File: config.mk
export PLATFORM = sky130hd
export DESIGN_NAME = hp_slot_regs
export DESIGN_NICKNAME = d
export VERILOG_FILES = /design/src/logic/hp_slot_pkg.sv /design/src/logic/hp_slot_regs.sv
export SDC_FILE = /design/constraint.sdc
export NUM_CORES = 1
export LEC_CHECK = 0
export BUFFER_PORTS_ARGS = -buffer_cell sky130_fd_sc_hd__buf_2
export CAP_MARGIN = 20
export CORE_MARGIN = 2
export CORE_UTILIZATION = 40
export DETAILED_ROUTE_END_ITERATION = 8
export PLACE_DENSITY = 0.72
export SLEW_MARGIN = 20
export SYNTH_ARGS = -nofsm -noshare
export SYNTH_HDL_FRONTEND = slang
export SYNTH_SLANG_ARGS = --single-unit
export TNS_END_PERCENT = 50
File: constraint.sdc
create_clock -name clk_i -period 2.8 [get_ports clk_i]
set_input_delay 0 -clock clk_i [delete_from_list [all_inputs] [get_ports clk_i]]
set_output_delay 0 -clock clk_i [all_outputs]
set_load 0.01 [all_outputs]
File: src/logic/hp_slot_pkg.sv
/*
 * hp_slot_pkg: offsets, field positions, reset values and carrier structs
 * for the hot-plug slot capability / slot control register block.
 * assumes a word-wide register port; offsets are byte addresses.
 */
package hp_slot_pkg;

    // register offsets
    localparam logic [11:0] OFF_SLOT_CAP    = 12'h054;
    localparam logic [11:0] OFF_SLOT_CTL    = 12'h058;
    localparam logic [11:0] OFF_SLOT_STS    = 12'h05A;
    localparam logic [11:0] OFF_PORT_CFG    = 12'h100;

    // slot capability field positions
    localparam int CAP_ABP_BIT     = 0;
    localparam int CAP_PCP_BIT     = 1;
    localparam int CAP_MRLP_BIT    = 2;
    localparam int CAP_ATT_IND_BIT = 3;
    localparam int CAP_PWR_IND_BIT = 4;
    localparam int CAP_HOT_BIT     = 6;
    localparam int CAP_PLV_LSB     = 7;
    localparam int CAP_PLS_LSB     = 15;
    localparam int CAP_ILK_BIT     = 17;
    localparam int CAP_NOCMD_BIT   = 18;
    localparam int CAP_PSN_LSB     = 19;

    // slot control field positions
    localparam int CTL_ATT_LSB   = 6;
    localparam int CTL_PWR_LSB   = 8;
    localparam int CTL_POFF_BIT  = 10;

    // port config register: bit 0 slot implemented, bit 1 upstream port
    localparam int CFG_SLOT_BIT  = 0;
    localparam int CFG_UP_BIT    = 1;

    // reset values
    localparam logic [1:0] ATT_RESET = 2'h3;
    localparam logic [1:0] PWR_RESET = 2'h1;
    localparam logic       POFF_RESET = 1'h0;

    // indicator encodings
    localparam logic [1:0] IND_ON    = 2'h1;
    localparam logic [1:0] IND_BLINK = 2'h2;
    localparam logic [1:0] IND_OFF   = 2'h3;

    // number of slot event kinds: button, fault, latch, presence, cmd done
    localparam int NUM_EVT = 5;

    typedef struct packed {
        logic        hot_plug_capable;
        logic [7:0]  power_limit_value;
        logic [1:0]  power_limit_scale;
        logic        interlock_present;
        logic [12:0] physical_slot_number;
        logic [4:0]  lower_present;       // button, power ctl, latch, att ind, pwr ind
    } slot_cap_s;

    typedef struct packed {
        logic [NUM_EVT-1:0] evt_enable;  // button, fault, latch, presence, cmd done
        logic               hot_plug_irq_enable;
        logic [1:0]         attention_indicator_ctrl;
        logic [1:0]         power_indicator_ctrl;
        logic               power_controller_ctrl;
    } slot_ctl_s;

    // outputs toward the slot hardware
    typedef struct packed {
        logic [1:0] attention_ind;
        logic [1:0] power_ind;
        logic       power_off;
        logic       hot_plug_irq;
        logic       wake;
        logic       send_power_limit;
        logic [9:0] power_limit_msg;     // {scale, value}
    } slot_out_s;

endpackage : hp_slot_pkg

File: src/logic/hp_slot_regs.sv
/*
 * hp_slot_regs: hot-plug slot capability, slot control and slot status
 * registers for one switch port, with event latching, interrupt gating
 * and power-limit message trigger.
 * assumes a single-cycle register port (read data the cycle after the
 * read strobe) and asynchronous slot event / link inputs from pins.
 */
// Function
// RULE1: hot-plug-capable bit reports hot-plug support, loadable, resets zero.
// RULE2: eight-bit power limit value defines slot maximum power with scale.
// RULE3: two-bit scale decodes 0..3 as 1.0, 0.1, 0.01, 0.001.
// RULE4: send power-limit message on capability write and on entering link up.
// RULE5: slot not implemented makes all capability fields read-only zero.
// RULE6: loadable interlock-present bit at position 17.
// RULE7: no-command-completed-support bit hardwired to zero.
// RULE8: software should load slot number zero for system board devices.
// RULE9: control bit 0 enables event on attention button press.
// RULE10: control bit 1 enables event on power fault.
// RULE11: control bit 2 enables event on latch sensor change.
// RULE12: control bit 3 enables presence change event, always writable.
// RULE13: control bit 4 enables interrupt on command completion.
// RULE14: control bit 5 gates every hot-plug interrupt.
// RULE15: control fields without enabled capability are read-only zero.
// RULE16: attention indicator field drives indicator, reads state, resets to 3.
// RULE17: attention field reads zero while its present bit is clear.
// RULE18: power indicator field drives indicator, resets 1, zero if absent.
// RULE19: upstream port power indicator writes never reach indicator output.
// RULE20: power controller bit sets slot power, 1 off, resets 0.
// RULE21: sticky write-one-to-clear status flag for each slot event.
// RULE22: interrupt while enabled flag set and master enable set.
`timescale 1ns/10ps
`default_nettype none

module hp_slot_regs #(
    parameter int ADDR_W = 12
) (
    // clock and reset
    input  wire logic                           clk_i,
    input  wire logic                           rstn_i,
    // register port
    input  wire logic [ADDR_W-1:0]              addr_i,
    input  wire logic [31:0]                    wdata_i,
    input  wire logic                           wr_i,
    input  wire logic                           rd_i,
    output logic      [31:0]                    rdata_o,
    // slot hardware events and link state (asynchronous)
    input  wire logic                           button_press_i,
    input  wire logic                           power_fault_i,
    input  wire logic                           latch_open_i,
    input  wire logic                           presence_i,
    input  wire logic                           cmd_done_i,
    input  wire logic                           dl_up_i,
    // slot hardware controls and messages
    output hp_slot_pkg::slot_out_s              slot_o
);

    typedef struct packed {
        hp_slot_pkg::slot_cap_s                 cap;
        hp_slot_pkg::slot_ctl_s                 ctl;
        logic [hp_slot_pkg::NUM_EVT-1:0]        sts;
        logic                                   slot_impl;
        logic                                   upstream;
        logic [hp_slot_pkg::NUM_EVT:0]          sync1;  // events + dl_up
        logic [hp_slot_pkg::NUM_EVT:0]          sync2;
        logic [hp_slot_pkg::NUM_EVT:0]          prev;
        logic [31:0]                            rdata;
        hp_slot_pkg::slot_out_s                 out;
    } state_s;

    state_s state;
    state_s next_state;

    // capability and control views as software sees them
    logic [31:0] cap_view;
    logic [15:0] ctl_view;
    logic [4:0]  ctl_allowed;
    logic [hp_slot_pkg::NUM_EVT:0] raw_in;
    logic [hp_slot_pkg::NUM_EVT-1:0] evt_pulse;
    logic        dl_up_rise;

    assign raw_in = {dl_up_i, cmd_done_i, presence_i, latch_open_i, power_fault_i,
                     button_press_i};

    // per-event edge detection; presence and latch fire on any change
    genvar g;
    generate
        for (g = 0; g < hp_slot_pkg::NUM_EVT; g++) begin : g_evt
            if (g == 2 || g == 3) begin : g_any
                assign evt_pulse[g] = state.sync2[g] ^ state.prev[g];
            end else begin : g_rise
                assign evt_pulse[g] = state.sync2[g] & ~state.prev[g];
            end
        end
    endgenerate

    assign dl_up_rise = state.sync2[hp_slot_pkg::NUM_EVT] & ~state.prev[hp_slot_pkg::NUM_EVT];

    // capability enables per control bit: button, fault, latch, presence, cmd
    always_comb begin
        ctl_allowed[0] = state.cap.lower_present[0] & state.slot_impl;
        ctl_allowed[1] = state.cap.lower_present[1] & state.slot_impl;
        ctl_allowed[2] = state.cap.lower_present[2] & state.slot_impl;
        ctl_allowed[3] = 1'b1;                                          // RULE12
        ctl_allowed[4] = state.cap.hot_plug_capable & state.slot_impl;
    end

    // read views; absent slot forces every capability field to zero
    always_comb begin
        cap_view = 32'h00000000;
        if (state.slot_impl) begin                                      // RULE5
            cap_view[4:0]                           = state.cap.lower_present;
            cap_view[hp_slot_pkg::CAP_HOT_BIT]      = state.cap.hot_plug_capable; // RULE1
            cap_view[hp_slot_pkg::CAP_PLV_LSB +: 8] = state.cap.power_limit_value; // RULE2
            cap_view[hp_slot_pkg::CAP_PLS_LSB +: 2] = state.cap.power_limit_scale; // RULE3
            cap_view[hp_slot_pkg::CAP_ILK_BIT]      = state.cap.interlock_present; // RULE6
            cap_view[hp_slot_pkg::CAP_PSN_LSB +: 13] = state.cap.physical_slot_number;
        end
        cap_view[hp_slot_pkg::CAP_NOCMD_BIT] = 1'b0;                    // RULE7
        ctl_view = 16'h0000;
        ctl_view[4:0] = state.ctl.evt_enable & ctl_allowed;            // RULE15
        ctl_view[5]   = state.ctl.hot_plug_irq_enable & state.cap.hot_plug_capable
                        & state.slot_impl;
        if (state.cap.lower_present[3] && state.slot_impl) begin       // RULE17
            ctl_view[hp_slot_pkg::CTL_ATT_LSB +: 2] = state.ctl.attention_indicator_ctrl;
        end
        if (state.cap.lower_present[4] && state.slot_impl) begin       // RULE18
            ctl_view[hp_slot_pkg::CTL_PWR_LSB +: 2] = state.ctl.power_indicator_ctrl;
        end
        if (state.cap.lower_present[1] && state.slot_impl) begin
            ctl_view[hp_slot_pkg::CTL_POFF_BIT] = state.ctl.power_controller_ctrl;
        end
    end

    // next-state logic for registers, synchronisers and outputs
    always_comb begin
        next_state = state;
        next_state.sync1 = raw_in;
        next_state.sync2 = state.sync1;
        next_state.prev  = state.sync2;
        next_state.out.send_power_limit = 1'b0;

        // sticky event flags; a new event wins over a same-cycle clear
        if (wr_i && addr_i == ADDR_W'(hp_slot_pkg::OFF_SLOT_STS)) begin
            next_state.sts = state.sts & ~wdata_i[hp_slot_pkg::NUM_EVT-1:0]; // RULE21
        end
        next_state.sts = next_state.sts | evt_pulse;                    // RULE21

        if (wr_i) begin
            case (addr_i)
                ADDR_W'(hp_slot_pkg::OFF_PORT_CFG): begin
                    next_state.slot_impl = wdata_i[hp_slot_pkg::CFG_SLOT_BIT];
                    next_state.upstream  = wdata_i[hp_slot_pkg::CFG_UP_BIT];
                end
                ADDR_W'(hp_slot_pkg::OFF_SLOT_CAP): begin
                    if (state.slot_impl) begin                          // RULE5
                        next_state.cap.lower_present     = wdata_i[4:0];
                        next_state.cap.hot_plug_capable  =
                            wdata_i[hp_slot_pkg::CAP_HOT_BIT];         // RULE1
                        next_state.cap.power_limit_value =
                            wdata_i[hp_slot_pkg::CAP_PLV_LSB +: 8];    // RULE2
                        next_state.cap.power_limit_scale =
                            wdata_i[hp_slot_pkg::CAP_PLS_LSB +: 2];    // RULE3
                        next_state.cap.interlock_present =
                            wdata_i[hp_slot_pkg::CAP_ILK_BIT];         // RULE6
                        next_state.cap.physical_slot_number =
                            wdata_i[hp_slot_pkg::CAP_PSN_LSB +: 13];   // RULE8
                        next_state.out.send_power_limit = 1'b1;        // RULE4
                    end
                end
                ADDR_W'(hp_slot_pkg::OFF_SLOT_CTL): begin
                    for (int i = 0; i < hp_slot_pkg::NUM_EVT; i++) begin
                        if (ctl_allowed[i]) begin                       // RULE15
                            next_state.ctl.evt_enable[i] = wdata_i[i]; // RULE9 RULE10 RULE11 RULE12 RULE13
                        end
                    end
                    if (state.cap.hot_plug_capable && state.slot_impl) begin
                        next_state.ctl.hot_plug_irq_enable = wdata_i[5]; // RULE14
                    end
                    if (state.cap.lower_present[3] && state.slot_impl) begin
                        next_state.ctl.attention_indicator_ctrl =
                            wdata_i[hp_slot_pkg::CTL_ATT_LSB +: 2];    // RULE16
                    end
                    if (state.cap.lower_present[4] && state.slot_impl) begin
                        next_state.ctl.power_indicator_ctrl =
                            wdata_i[hp_slot_pkg::CTL_PWR_LSB +: 2];    // RULE18
                    end
                    if (state.cap.lower_present[1] && state.slot_impl) begin
                        next_state.ctl.power_controller_ctrl =
                            wdata_i[hp_slot_pkg::CTL_POFF_BIT];        // RULE20
                    end
                end
                default: begin
                end
            endcase
        end

        // link entering the up state also re-sends the power limit
        if (dl_up_rise && state.slot_impl) begin
            next_state.out.send_power_limit = 1'b1;                    // RULE4
        end
        next_state.out.power_limit_msg = {next_state.cap.power_limit_scale,
                                          next_state.cap.power_limit_value}; // RULE4

        // read data: one cycle after the strobe, zero otherwise
        next_state.rdata = 32'h00000000;
        if (rd_i) begin
            case (addr_i)
                ADDR_W'(hp_slot_pkg::OFF_SLOT_CAP): next_state.rdata = cap_view;
                ADDR_W'(hp_slot_pkg::OFF_SLOT_CTL): next_state.rdata = {16'h0000, ctl_view};
                ADDR_W'(hp_slot_pkg::OFF_SLOT_STS):
                    next_state.rdata = {27'h0000000, state.sts};
                ADDR_W'(hp_slot_pkg::OFF_PORT_CFG):
                    next_state.rdata = {30'h00000000, state.upstream, state.slot_impl};
                default: next_state.rdata = 32'h00000000;
            endcase
        end

        // indicator and power drives follow the visible control values; the power indicator drive holds on an upstream port
        next_state.out.attention_ind = ctl_view[hp_slot_pkg::CTL_ATT_LSB +: 2]; // RULE16
        if (!state.upstream) begin                                      // RULE19
            next_state.out.power_ind = ctl_view[hp_slot_pkg::CTL_PWR_LSB +: 2];
        end
        next_state.out.power_off = ctl_view[hp_slot_pkg::CTL_POFF_BIT]; // RULE20

        // interrupt: level from flags, masked per event and by master enable
        next_state.out.hot_plug_irq = |(state.sts & ctl_view[4:0]) & ctl_view[5]; // RULE22 RULE14
        // wake-up ignores the command-done event and the master gate
        next_state.out.wake = |(state.sts[3:0] & ctl_view[3:0]);      // RULE9 RULE10 RULE11
    end

    // state register
    always_ff @(posedge clk_i or negedge rstn_i) begin
        if (!rstn_i) begin
            state <= '0;
            state.ctl.attention_indicator_ctrl <= hp_slot_pkg::ATT_RESET;
            state.ctl.power_indicator_ctrl     <= hp_slot_pkg::PWR_RESET;
            state.ctl.power_controller_ctrl    <= hp_slot_pkg::POFF_RESET;
        end else begin
            state <= next_state;
        end
    end

    assign rdata_o = state.rdata;
    assign slot_o  = state.out;

endmodule : hp_slot_regs

`default_nettype wire

* Word-level counts from Yosys, hierarchy flattened
Cells that the tools add are included.
Storage, ports and cells: bits in registers 116, input bits 54, output and inout bits 50, logic and storage cells 100
Operators by class: equal/unequal tests 4, multiplexer cells 25, bitwise logic cells 23, reduce and logical (&&, ||, !) cells 19
Operators with widths (number):
- $pmux 32 s4 | 1
- $mux 29 | 2
- $mux 40 | 1
- $eq 12x7->1 const B | 3
- $mux 32 | 1
- $reduce_and 3->1 | 9
- $and 5x5->5 | 3
- $mux 13 | 1
- $eq 12x9->1 const B | 1
- $mux 12 | 1
- $and 1x1->1 | 11
- $mux 1 | 11
- $mux 11 | 1
- $mux 5 | 2
- $mux 2 | 4
- $logic_and 1x1->1 | 6
- $not 5->5 | 1
- $or 5x5->5 | 1
- $reduce_or 5->1 | 1
- $and 4x4->4 | 1
- $not 1->1 | 4
- $reduce_and 2->1 | 2
- $reduce_or 4->1 | 1
- $xor 1x1->1 | 2

* Longest topological paths before layout
Gate-level depths: netlist of run 1.
word-level depth 5, gate-level depth with buffers 7, gate-level depth less buffers 5

* Worst setup path after synthesis of run 1
Ideal clock, no wire load.
path kind in2reg, from in addr_i[9], to reg state[100] (netlist name), library setup time 0.125 ns, arrival 1.359 ns, data required time 2.675 ns, setup slack 1.316 ns, stages 7, buffers on the path 2, cell sequence nor4_4 -> and2_4 -> and4_4 -> buf_8 -> nand2_8 -> buf_12 -> mux2_4
On the way: longest elaborated chain between the ends 2
RTL lines:
- start: declaration | RTL line hp_slot_regs.sv:41 | input wire logic [ADDR_W-1:0] addr_i,
- $eq 12x7->1 | RTL line hp_slot_regs.sv:149 | case (addr_i)
- $reduce_and 3->1 (no line)
- end signal: assignment | RTL line hp_slot_regs.sv:239 | state <= next_state;
- end: declaration | RTL line hp_slot_regs.sv:70 | state_s state;
Every way passes these cells. A chain may end at the register's enable or synchronous reset.

* Worst setup path in the final report of run 1
from in addr_i[0], to reg state (netlist bit slot_o[5])
On the way: longest elaborated chain between the ends 3
RTL lines:
- $eq 12x7->1 | RTL line hp_slot_regs.sv:149
- $mux 29 | RTL line hp_slot_regs.sv:149
- $mux 40 | RTL line hp_slot_regs.sv:148 | if (wr_i) begin
Every way passes these cells.

==> implementation parameters, run 1 <==
Parameter                              Value

Outcome
  Run status    completed

Die
  Die boundary height    110 um
  Placeable Area    0.0109 sq mm
  Initial Utilization    0.413
  Overall die width    about 110 um
  Row Count    38
  Number of I/O pins    104
  Die Outline Area    approximately 0.012 sq mm

Placement
  DPL Wire Length    5720 um
  Gp weighted congestion    0.848
  Post-Place Setup Slack    814 ps
  Input/output buffers    101

Detailed routing
  Routed wl met3    between 300 and 400 um
  Detailed-route wire length on metal 1    between 3000 and 4000 um
  Avg WL per Cell    15.0 um
  DRC errors left    0
  Uppermost metal layer occupied by signal nets    met4
  Iteration-0 DRC count of the detailed router    about 130
  Count of nets left with antenna violations after detail routing    0
  Average vias per placed instance    around 4.8
  Via count    2,783
  Wirelength, routed    between 8000 and 9000 um
  Met2 routed WL    approximately 4300 um
  Length of the first detailed-routing pass in iterations    6

Flow run
  Number of max-capacitance violations reported    0

Clock network
  Clock tree root buffer cell    clkbuf_8
  CTS Hold Bufs    40
  TritonCTS buffer count    9
  Post-CTS clock slew at the launch and capture registers of the worst setup and hold paths    100 ps
  Htree depth    3
  Number of buffers inserted to repair setup after CTS    0
  Insertion delay of the later-clocked pin in the worst-skew pair    350 ps
  TritonCTS clock tree    built
  Maximum count of clock buffers along a single path    2
  Count of cells resized by post-cts repair    0
  Number of clock sinks    105

STA
  Portion of the clock cycle consumed by the worst path in the final layout    0.722
  Max Freq    495 MHz
  Worst Tran Pin Value    approximately 790 ps
  Slew margin rel.    0.467
  Slew Limit Fails    0
  Slack of the critical path    779 ps
  RSZ-0062 raised after global routing    false
  Final Skew    approximately 11 ps
  Crit path time final    2020 ps
  Total negative slack for setup checks    0 ps
  Count of endpoints failing hold in the final timing report    0
  Setup-violating endpoint count in the final report    0

Pwr
  Overall power of the completed layout    between 2 and 3 mW
  Power density cells    approximately 480 mW/mm^2
  VDD IR-drop max    0.000209 V
  Clock network fraction of design power    0.341
  Switch share    0.225
  Switching power    0.574 mW
  Relative contribution of sequential cells to total power    0.601
  Internal power consumption    1.98 mW
  Leakage Power    2.86 nW
  Power share of the combinational group    0.058

Yosys
  XOR/XNOR share of the synthesized area    0.00390
  Seq/Total Area, Yosys    0.586
  Share of cell area taken by muxes after synthesis    0.134
  Dominant combinational cell family by area after synthesis    multiplexers
  Area fraction in compound gates after synthesis    0.0401
  Synth Area in Adders    0
  Number of flip-flops and latches in the synthesized netlist    105
  Number of enable flip-flop cells after synthesis    0
  Synth async-reset ratio    1.00
  Count of cell types in the netlist    43
  Ys flop type    dfrtp_1
  Number of nets produced by synthesis    about 400
  Average cell area after synthesis    between 10 and 15 sq um
  Post-Synth Simple-Gate Area    0.118
  Number of cells produced by synthesis    approximately 340
  Area of the mapped netlist    0.00449 sq mm
  Count of synthesis-stage warnings from yosys    0

Global route
  Number of global-route vias before repair    2,847
  Largest net degree at the start of global routing    approximately 110
  Total gr overflow    0
  Wire length of the first global-routing pass    13,700 um
  Number of antenna violations at the first check in global routing    0
  Total track usage    0.148

Layout
  Filler Cell Count    976
  Total inserted antenna cells    0
  Layout area overhead    18.0%
  Final Net Count    approximately 490
  Share of cells above drive strength 1    0.396
  Final standard cell utilization of the core    0.487

Setup path
  Req. time, crit path    approximately 3000 ps
  Crit Path Class    input port to flop
  Worst Path Max Fanout    31
  Element type at the critical path start    input port
  Arrival time at the worst endpoint    roughly 2300 ps
  Critical path endpoint category    flop

Min path
  Class of the tightest hold or removal check    input port to flop
[final cells by class]
cell class / instances / area [sq um] / share of cell area
repair buffers: 144 / 943 / 0.178
well taps: 140 / 175 / 0.0330
clock inverters: 4 / 26.3 / 0.00496
multi-input cells: 165 / 1340 / 0.252
clock buffers: 12 / 155 / 0.0293
flip-flops and latches: 105 / 2630 / 0.496
inverters: 9 / 33.8 / 0.00637
[state kept, by name (all words and copies together), names as in the netlist]
name,count
state,45
slot_o,17
rdata_o,31
next_state,12
[power groups by stage]
| stage | combinational, mW | sequential [mW] | clock, mW |
|---|---|---|---|
| after detailed placement | 0.109 | 1.56 | 0 |
| after floorplan | 0.0263 | 1.56 | 0 |
| final | 0.149 | 1.53 | 0.869 |
| after global placement | 0.105 | 1.56 | 0 |
| after global routing | 0.166 | 1.54 | 0.960 |
| after CTS | 0.152 | 1.53 | 0.910 |
[synthesized netlist by cell type, types with 2 or more instances]
cell type	n	area (sq um)
dfrtp_1	102	2550
buf_4	51	383
mux2_4	29	435
and3_1	23	144
nand2_1	19	71.3
mux2_2	14	158
o21ai_0	13	65.1
nor2_1	12	45.0
inv_1	9	33.8
nand3_1	8	40.0
clkbuf_1	6	22.5
nand4_1	6	37.5
a21oi_1	4	20.0
a22oi_1	4	30.0
and2_1	3	18.8
and3_2	3	22.5
buf_12	3	60.1
dfstp_2	3	78.8
a21boi_0	2	15.0
a32oi_1	2	17.5
and4_2	2	20.0
nor2b_1	2	12.5
xnor2_1	2	17.5
[layout by cell type, fill, tap and decap left out, types with 6 or more instances in the layout]
cell	instances
buf_2	100
and3_1	23
mux2_4	29
dlygate4sd3_1	40
nand2_1	19
nand4_1	6
nor2_1	12
o21ai_0	13
inv_1	9
clkbuf_8	11
nand3_1	8
dfrtp_1	102
mux2_2	14
[worst max-delay path, cell delays in order]
cell           delay, ps
dlygate4sd3_1        530
buf_2                130
nor4_4               230
and2_4               230
and4_4               460
nand2_8              280
mux2_4               380
[metrics by stage]
step	hold WS [ps]	area, sq um	cells
global route	58.6	5300	579
global placement	106	4720	523
detailed placement	110	4720	523
finish	67.5	5300	579
floorplan	-296	4490	342
CTS	37.5	5300	579
[path summary, 6_finish.rpt]
path,from,to,slack (ps),cells past startpoint
max,addr_i[0],slot_o[5],780,7
max in group asynchronous,rstn_i,rdata_o[22],2110,3
min reg2reg,next_state[60],next_state[54],360,0
max reg2reg,state[69],slot_o[5],830,3
min,addr_i[1],rdata_o[0],70,3
min in group asynchronous,rstn_i,next_state[60],210,3
[cells by family (layout without fill, tap and decap cells)]
group	Yosys count	count (layout)
flops	105	105
simple gates	89	89
buf+inv	72	169
mux	44	44
compound gates	29	29
xor+xnor	2	2
other cells	1	1
[metal layers]
metal	track usage	up-vias
li1	-	1302
met1	0.186	1392
met2	0.254	82
met3	0.0270	7
met4	0.0588	0
met5	0	-
No activity file was read; power rests on OpenSTA's default activity.
==> run 2, diff against run 1 <==
==> constraint.sdc (replaced) <==
create_clock -name clk_i -period 2.06 [get_ports clk_i]
set_input_delay 0 -clock clk_i [delete_from_list [all_inputs] [get_ports clk_i]]
set_output_delay 0 -clock clk_i [all_outputs]
set_load 0.01 [all_outputs]
==> run 2 against run 1 <==
Net effect:
- clock-buffer cell count fell by 3
- cell area rose by 0.66%
- combinational power rose by 39%
- via count rose by 2.0%
- non-clock buffer count rose by 5
- clock power rose by 35%
- cell count rose by 1.0%
- critical path type unchanged
- register-to-register slack got worse by 380 ps
- sequential cell count did not move
- die area did not move
- first-iteration DRC count rose by 11%
- largest power group unchanged
- global-route usage rose by 0.58 points
==> implementation parameters, run 2 (synthesis results as in run 1) <==
Parameter                              Value

Clock network
  Insertion delay of the later-clocked pin in the worst-skew pair    about 370 ps
  Post-CTS clock slew at the launch and capture registers of the worst setup and hold paths    100 ps
  Clock tree root buffer cell    clkbuf_8
  Number of clock sinks    105
  Count of cells resized by post-cts repair    0
  Htree depth    3
  Number of buffers inserted to repair setup after CTS    0
  CTS Hold Bufs    40
  Maximum count of clock buffers along a single path    2
  TritonCTS clock tree    built
  TritonCTS buffer count    9

Placement
  Post-Place Setup Slack    327 ps
  Input/output buffers    between 100 and 150
  Post-DP Area    0.00476 sq mm
  Placed instance count    between 500 and 600
  Gp weighted congestion    0.866
  DPL Wire Length    5900 um

Setup path
  Critical-path cell with the highest stage delay    dlygate4sd3_1
  Crit path cell chain    dlygate4sd3_1 > buf_2 > nor4_4 > and2_4 > and4_4 > nand2_8 > mux2_4
  Start point of the critical path    addr_i[0]
  Element type at the critical path start    input port
  Crit Reg-Reg Startpoint    state[69]
  Critical path endpoint category    flop
  Req. time, crit path    2330 ps
  Slowest cell delay on critical path    540 ps
  Reg2Reg Capture Point    state[77]
  R2r setup slk    450 ps
  Worst Path Max Fanout    31
  Crit Path Class    input port to flop
  Worst r2r path cells    3
  Setup crit end    state[100]
  Arrival time at the worst endpoint    a little over 2000 ps

Pwr
  VDD IR-drop max    0.000307 V
  Leakage Power    2.87 nW
  Power density cells    648 mW/mm^2
  Overall power of the completed layout    about 3.5 mW

STA
  Max Freq    570 MHz
  Slew margin rel.    0.556
  Portion of the clock cycle consumed by the worst path in the final layout    0.852
  Hold Worst Slack    roughly 39 ps
  Total negative slack for setup checks    0 ps
  Crit path time final    roughly 1800 ps
  Final Skew    roughly 7.5 ps
  Count of endpoints failing hold in the final timing report    0
  RSZ-0062 raised after global routing    false
  Worst Tran Pin Value    656 ps
  Slew Limit Fails    0
  Setup-violating endpoint count in the final report    0
  Slack of the critical path    306 ps

Detailed routing
  Length of the first detailed-routing pass in iterations    4
  Wirelength, routed    ~8700 um
  Via count    2,838
  Iteration-0 DRC count of the detailed router    140
  Count of nets left with antenna violations after detail routing    0
  DRC errors left    0
  Avg WL per Cell    between 10 and 15 um
  Average vias per placed instance    4.85

Die
  Placeable Area    0.0109 sq mm
  Die Outline Area    0.0121 sq mm
  Overall die width    110 um
  Number of I/O pins    104
  Die boundary height    around 110 um
  Initial Utilization    0.413
  Row Count    38

Global route
  Wire length of the first global-routing pass    14,000 um
  Largest net degree at the start of global routing    just over 50
  Number of antenna violations at the first check in global routing    1
  Number of global-route vias before repair    roughly 2,800
  Total track usage    0.154
  Total gr overflow    0

Layout
  Share of cells above drive strength 1    0.405
  Layout area overhead    18.8%
  Register containing the most flip-flops in the final layout    state
  Design area    about 0.0053 sq mm
  Final Net Count    just under 500
  Flip-flop count of the largest register after layout    45
  Post-route insts no fill    585
  Commonest non-fill, non-tap cell in the layout    dfrtp_1
  Commonest cells after routing, fill and taps aside    dfrtp_1, buf_2, dlygate4sd3_1
  Final standard cell utilization of the core    0.490

Flow run
  Number of max-capacitance violations reported    0

Min path
  Hold Path Cell Cnt    3
  Class of the tightest hold or removal check    input port to flop

Outcome
  Run status    completed
==> run 2: how the worst min path moves through the flow <==
stage                   start              to  slack [ps]
finish              addr_i[1]      rdata_o[0]          40
global route        addr_i[1]      rdata_o[0]          30
CTS                 addr_i[1]      rdata_o[0]           6
detailed placement     rstn_i  next_state[60]          50
global placement       rstn_i  next_state[60]          40
floorplan              rstn_i  next_state[50]        -300
==> run 2: worst max-delay path, delay by kind of cell <==
kind	cells	cell delay [ps]
buffers and inverters	2	670
AND/OR/NAND/NOR	4	950
multiplexers	1	380
==> run 2: routing by layer <==
metal	up-vias	track usage	share of wire
met4	0	0.0814	0.023
met2	90	0.248	0.48
met1	1423	0.199	0.45
met5	-	0	0
li1	1313	-	-
met3	12	0.0270	0.047
==> run 2: final cells by class <==
class / count / area, sq um
Clock inverter: 7 / 52.6
Tap cell: 140 / 175
Fill cell: 980 / 5550
Antenna cell: 1 / 2.50
Multi-Input combinational cell: 165 / 1340
Inverter: 9 / 33.8
Timing Repair Buffer: 149 / 981
Sequential cell: 105 / 2630
Clock buffer: 9 / 124
==> run 2: where the power goes <==
group | internal, mW | switching, mW | leakage [nW] | total (mW)
Clock | 0.445 | 0.722 | 0.0783 | 1.17
Combinational | 0.105 | 0.101 | 1.40 | 0.207
Sequential | 2.08 | 0.00650 | 1.39 | 2.08
Total | 2.63 | 0.830 | 2.87 | 3.46
==> run 3, diff against run 2 <==
==> constraint.sdc (replaced) <==
create_clock -name clk_i -period 2.06 [get_ports clk_i]
set_input_delay 0.309 -clock clk_i [delete_from_list [all_inputs] [get_ports clk_i]]
set_output_delay 0.309 -clock clk_i [all_outputs]
set_load 0.01 [all_outputs]
==> run 3 against run 2 <==
Net effect:
- wire length fell by 3.9%
- global-route usage fell by 0.95 points
- cell count fell by 6.3%
- critical path type unchanged
==> implementation parameters, run 3 (synthesis results as in run 1) <==
Parameter                              Value

Outcome
  Run status    completed

STA
  Slew Limit Fails    0
  Crit path time final    1660 ps
  Total negative slack for setup checks    0 ps
  Count of endpoints failing hold in the final timing report    0
  Final Skew    ~9.7 ps
  Hold Worst Slack    about 46 ps
  RSZ-0062 raised after global routing    false
  Portion of the clock cycle consumed by the worst path in the final layout    0.805
  Max Freq    approximately 600 MHz
  Setup-violating endpoint count in the final report    0

Clock network
  CTS Hold Bufs    1
  TritonCTS buffer count    9
  Maximum count of clock buffers along a single path    2
  Number of buffers inserted to repair setup after CTS    0
  Insertion delay of the later-clocked pin in the worst-skew pair    360 ps
  Post-CTS clock slew at the launch and capture registers of the worst setup and hold paths    100 ps
  Htree depth    3
  Count of cells resized by post-cts repair    0
  TritonCTS clock tree    built
  Number of clock sinks    105
  Clock tree root buffer cell    clkbuf_8

Pwr
  Leakage Power    2.73 nW
  Power density cells    685 mW/mm^2
  VDD IR-drop max    0.000418 V

Placement
  DPL Wire Length    6040 um
  Gp weighted congestion    about 0.86
  Input/output buffers    101
  Post-DP Area    0.00477 sq mm

Die
  Die boundary height    110 um
  Number of I/O pins    104
  Initial Utilization    0.413
  Overall die width    110 um
  Die Outline Area    0.0121 sq mm
  Placeable Area    roughly 0.011 sq mm
  Row Count    38

Setup path
  Number of buffer and inverter stages on the critical path    1
  Gate family responsible for the most delay along the worst path    simple AND/OR/NAND/NOR gates
  Critical-path cell with the highest stage delay    nor4_4
  Element type at the critical path start    input port
  Worst Path Max Fanout    31
  Start point of the critical path    addr_i[9]
  Slowest cell delay on critical path    370 ps
  Crit path cell chain    buf_2 > nor4_4 > and2_4 > and4_4 > nand2_8 > mux2_4
  Critical path endpoint category    flop
  Crit Reg-Reg Startpoint    state[69]
  Arrival time at the worst endpoint    1900 ps
  Crit Path Class    input port to flop
  Req. time, crit path    approximately 2300 ps

Global route
  Wire length of the first global-routing pass    approximately 13,000 um
  Total track usage    0.145
  Number of global-route vias before repair    2,608
  Largest net degree at the start of global routing    61
  Number of antenna violations at the first check in global routing    2
  Total gr overflow    0

Layout
  Commonest cells after routing, fill and taps aside    dfrtp_1, buf_2, mux2_4
  Commonest non-fill, non-tap cell in the layout    dfrtp_1
  Layout area overhead    10.4%
  Flip-flop count of the largest register after layout    between 40 and 50
  Share of cells above drive strength 1    0.447
  Filler Cell Count    1,015
  Register containing the most flip-flops in the final layout    state
  Final Net Count    456
  Design area    0.00496 sq mm

Detailed routing
  Iteration-0 DRC count of the detailed router    176
  Length of the first detailed-routing pass in iterations    4
  DRC errors left    0
  Via count    2,641
  Avg WL per Cell    ~15 um
  Count of nets left with antenna violations after detail routing    0
  Average vias per placed instance    4.82
  Wirelength, routed    8410 um

Min path
  Startpoint of the most critical hold path    latch_open_i
  Class of the tightest hold or removal check    input port to flop

Flow run
  Number of max-capacitance violations reported    0
-- run 3: cell types whose count changed in the layout (fill, tap and decap cells not counted) --
| cell | change |
|---|---|
| buf_4 | +2 |
| inv_6 | +2 |
| clkinv_2 | +1 |
| clkinvlp_4 | -3 |
| dlygate4sd3_1 | -39 |
-- run 3: final cells by class --
class                      instances  area [sq um]  share of cell area
sequential                       105          2630               0.530
multi-input combinational        165          1340               0.269
timing repair buffer             112           606               0.122
tap                              140           175              0.0353
clock buffer                       9           124              0.0250
clock inverter                     7          52.6              0.0106
inverter                           9          33.8             0.00681
antenna                            1          2.50            0.000504
-- run 3: worst paths after layout --
kind	to	slack, ps	depth (start not counted)
setup / recovery	state[94]	400	6
hold / removal	next_state[58]	50	1
setup reg to reg	state[94]	480	3
hold reg to reg	next_state[55]	350	0
max in group asynchronous	rdata_o[16]	1080	3
min in group asynchronous	next_state[57]	350	2
-- run 3: stage by stage --
stage	utilization	worst slack [ps]	std cells	power, mW
floorplan	-	267	342	2.16
global placement	0.438	53.5	530	2.28
detailed placement	0.438	18.2	530	2.28
CTS	0.455	410	547	3.46
global route	0.455	278	547	3.56
finish	0.456	402	548	3.40
-- run 3: metal layers --
metal / track usage / routed length, um
met4: 0.0750 / 168
met5: 0 / 8
met3: 0.0370 / 519
met2: 0.225 / 4060
met1: 0.187 / 3650
-- run 3: power breakdown --
group          switching, mW  internal [mW]  total, mW
clock                  0.708          0.453       1.16
combinational         0.0912         0.0600      0.151
sequential           0.00658           2.08       2.08
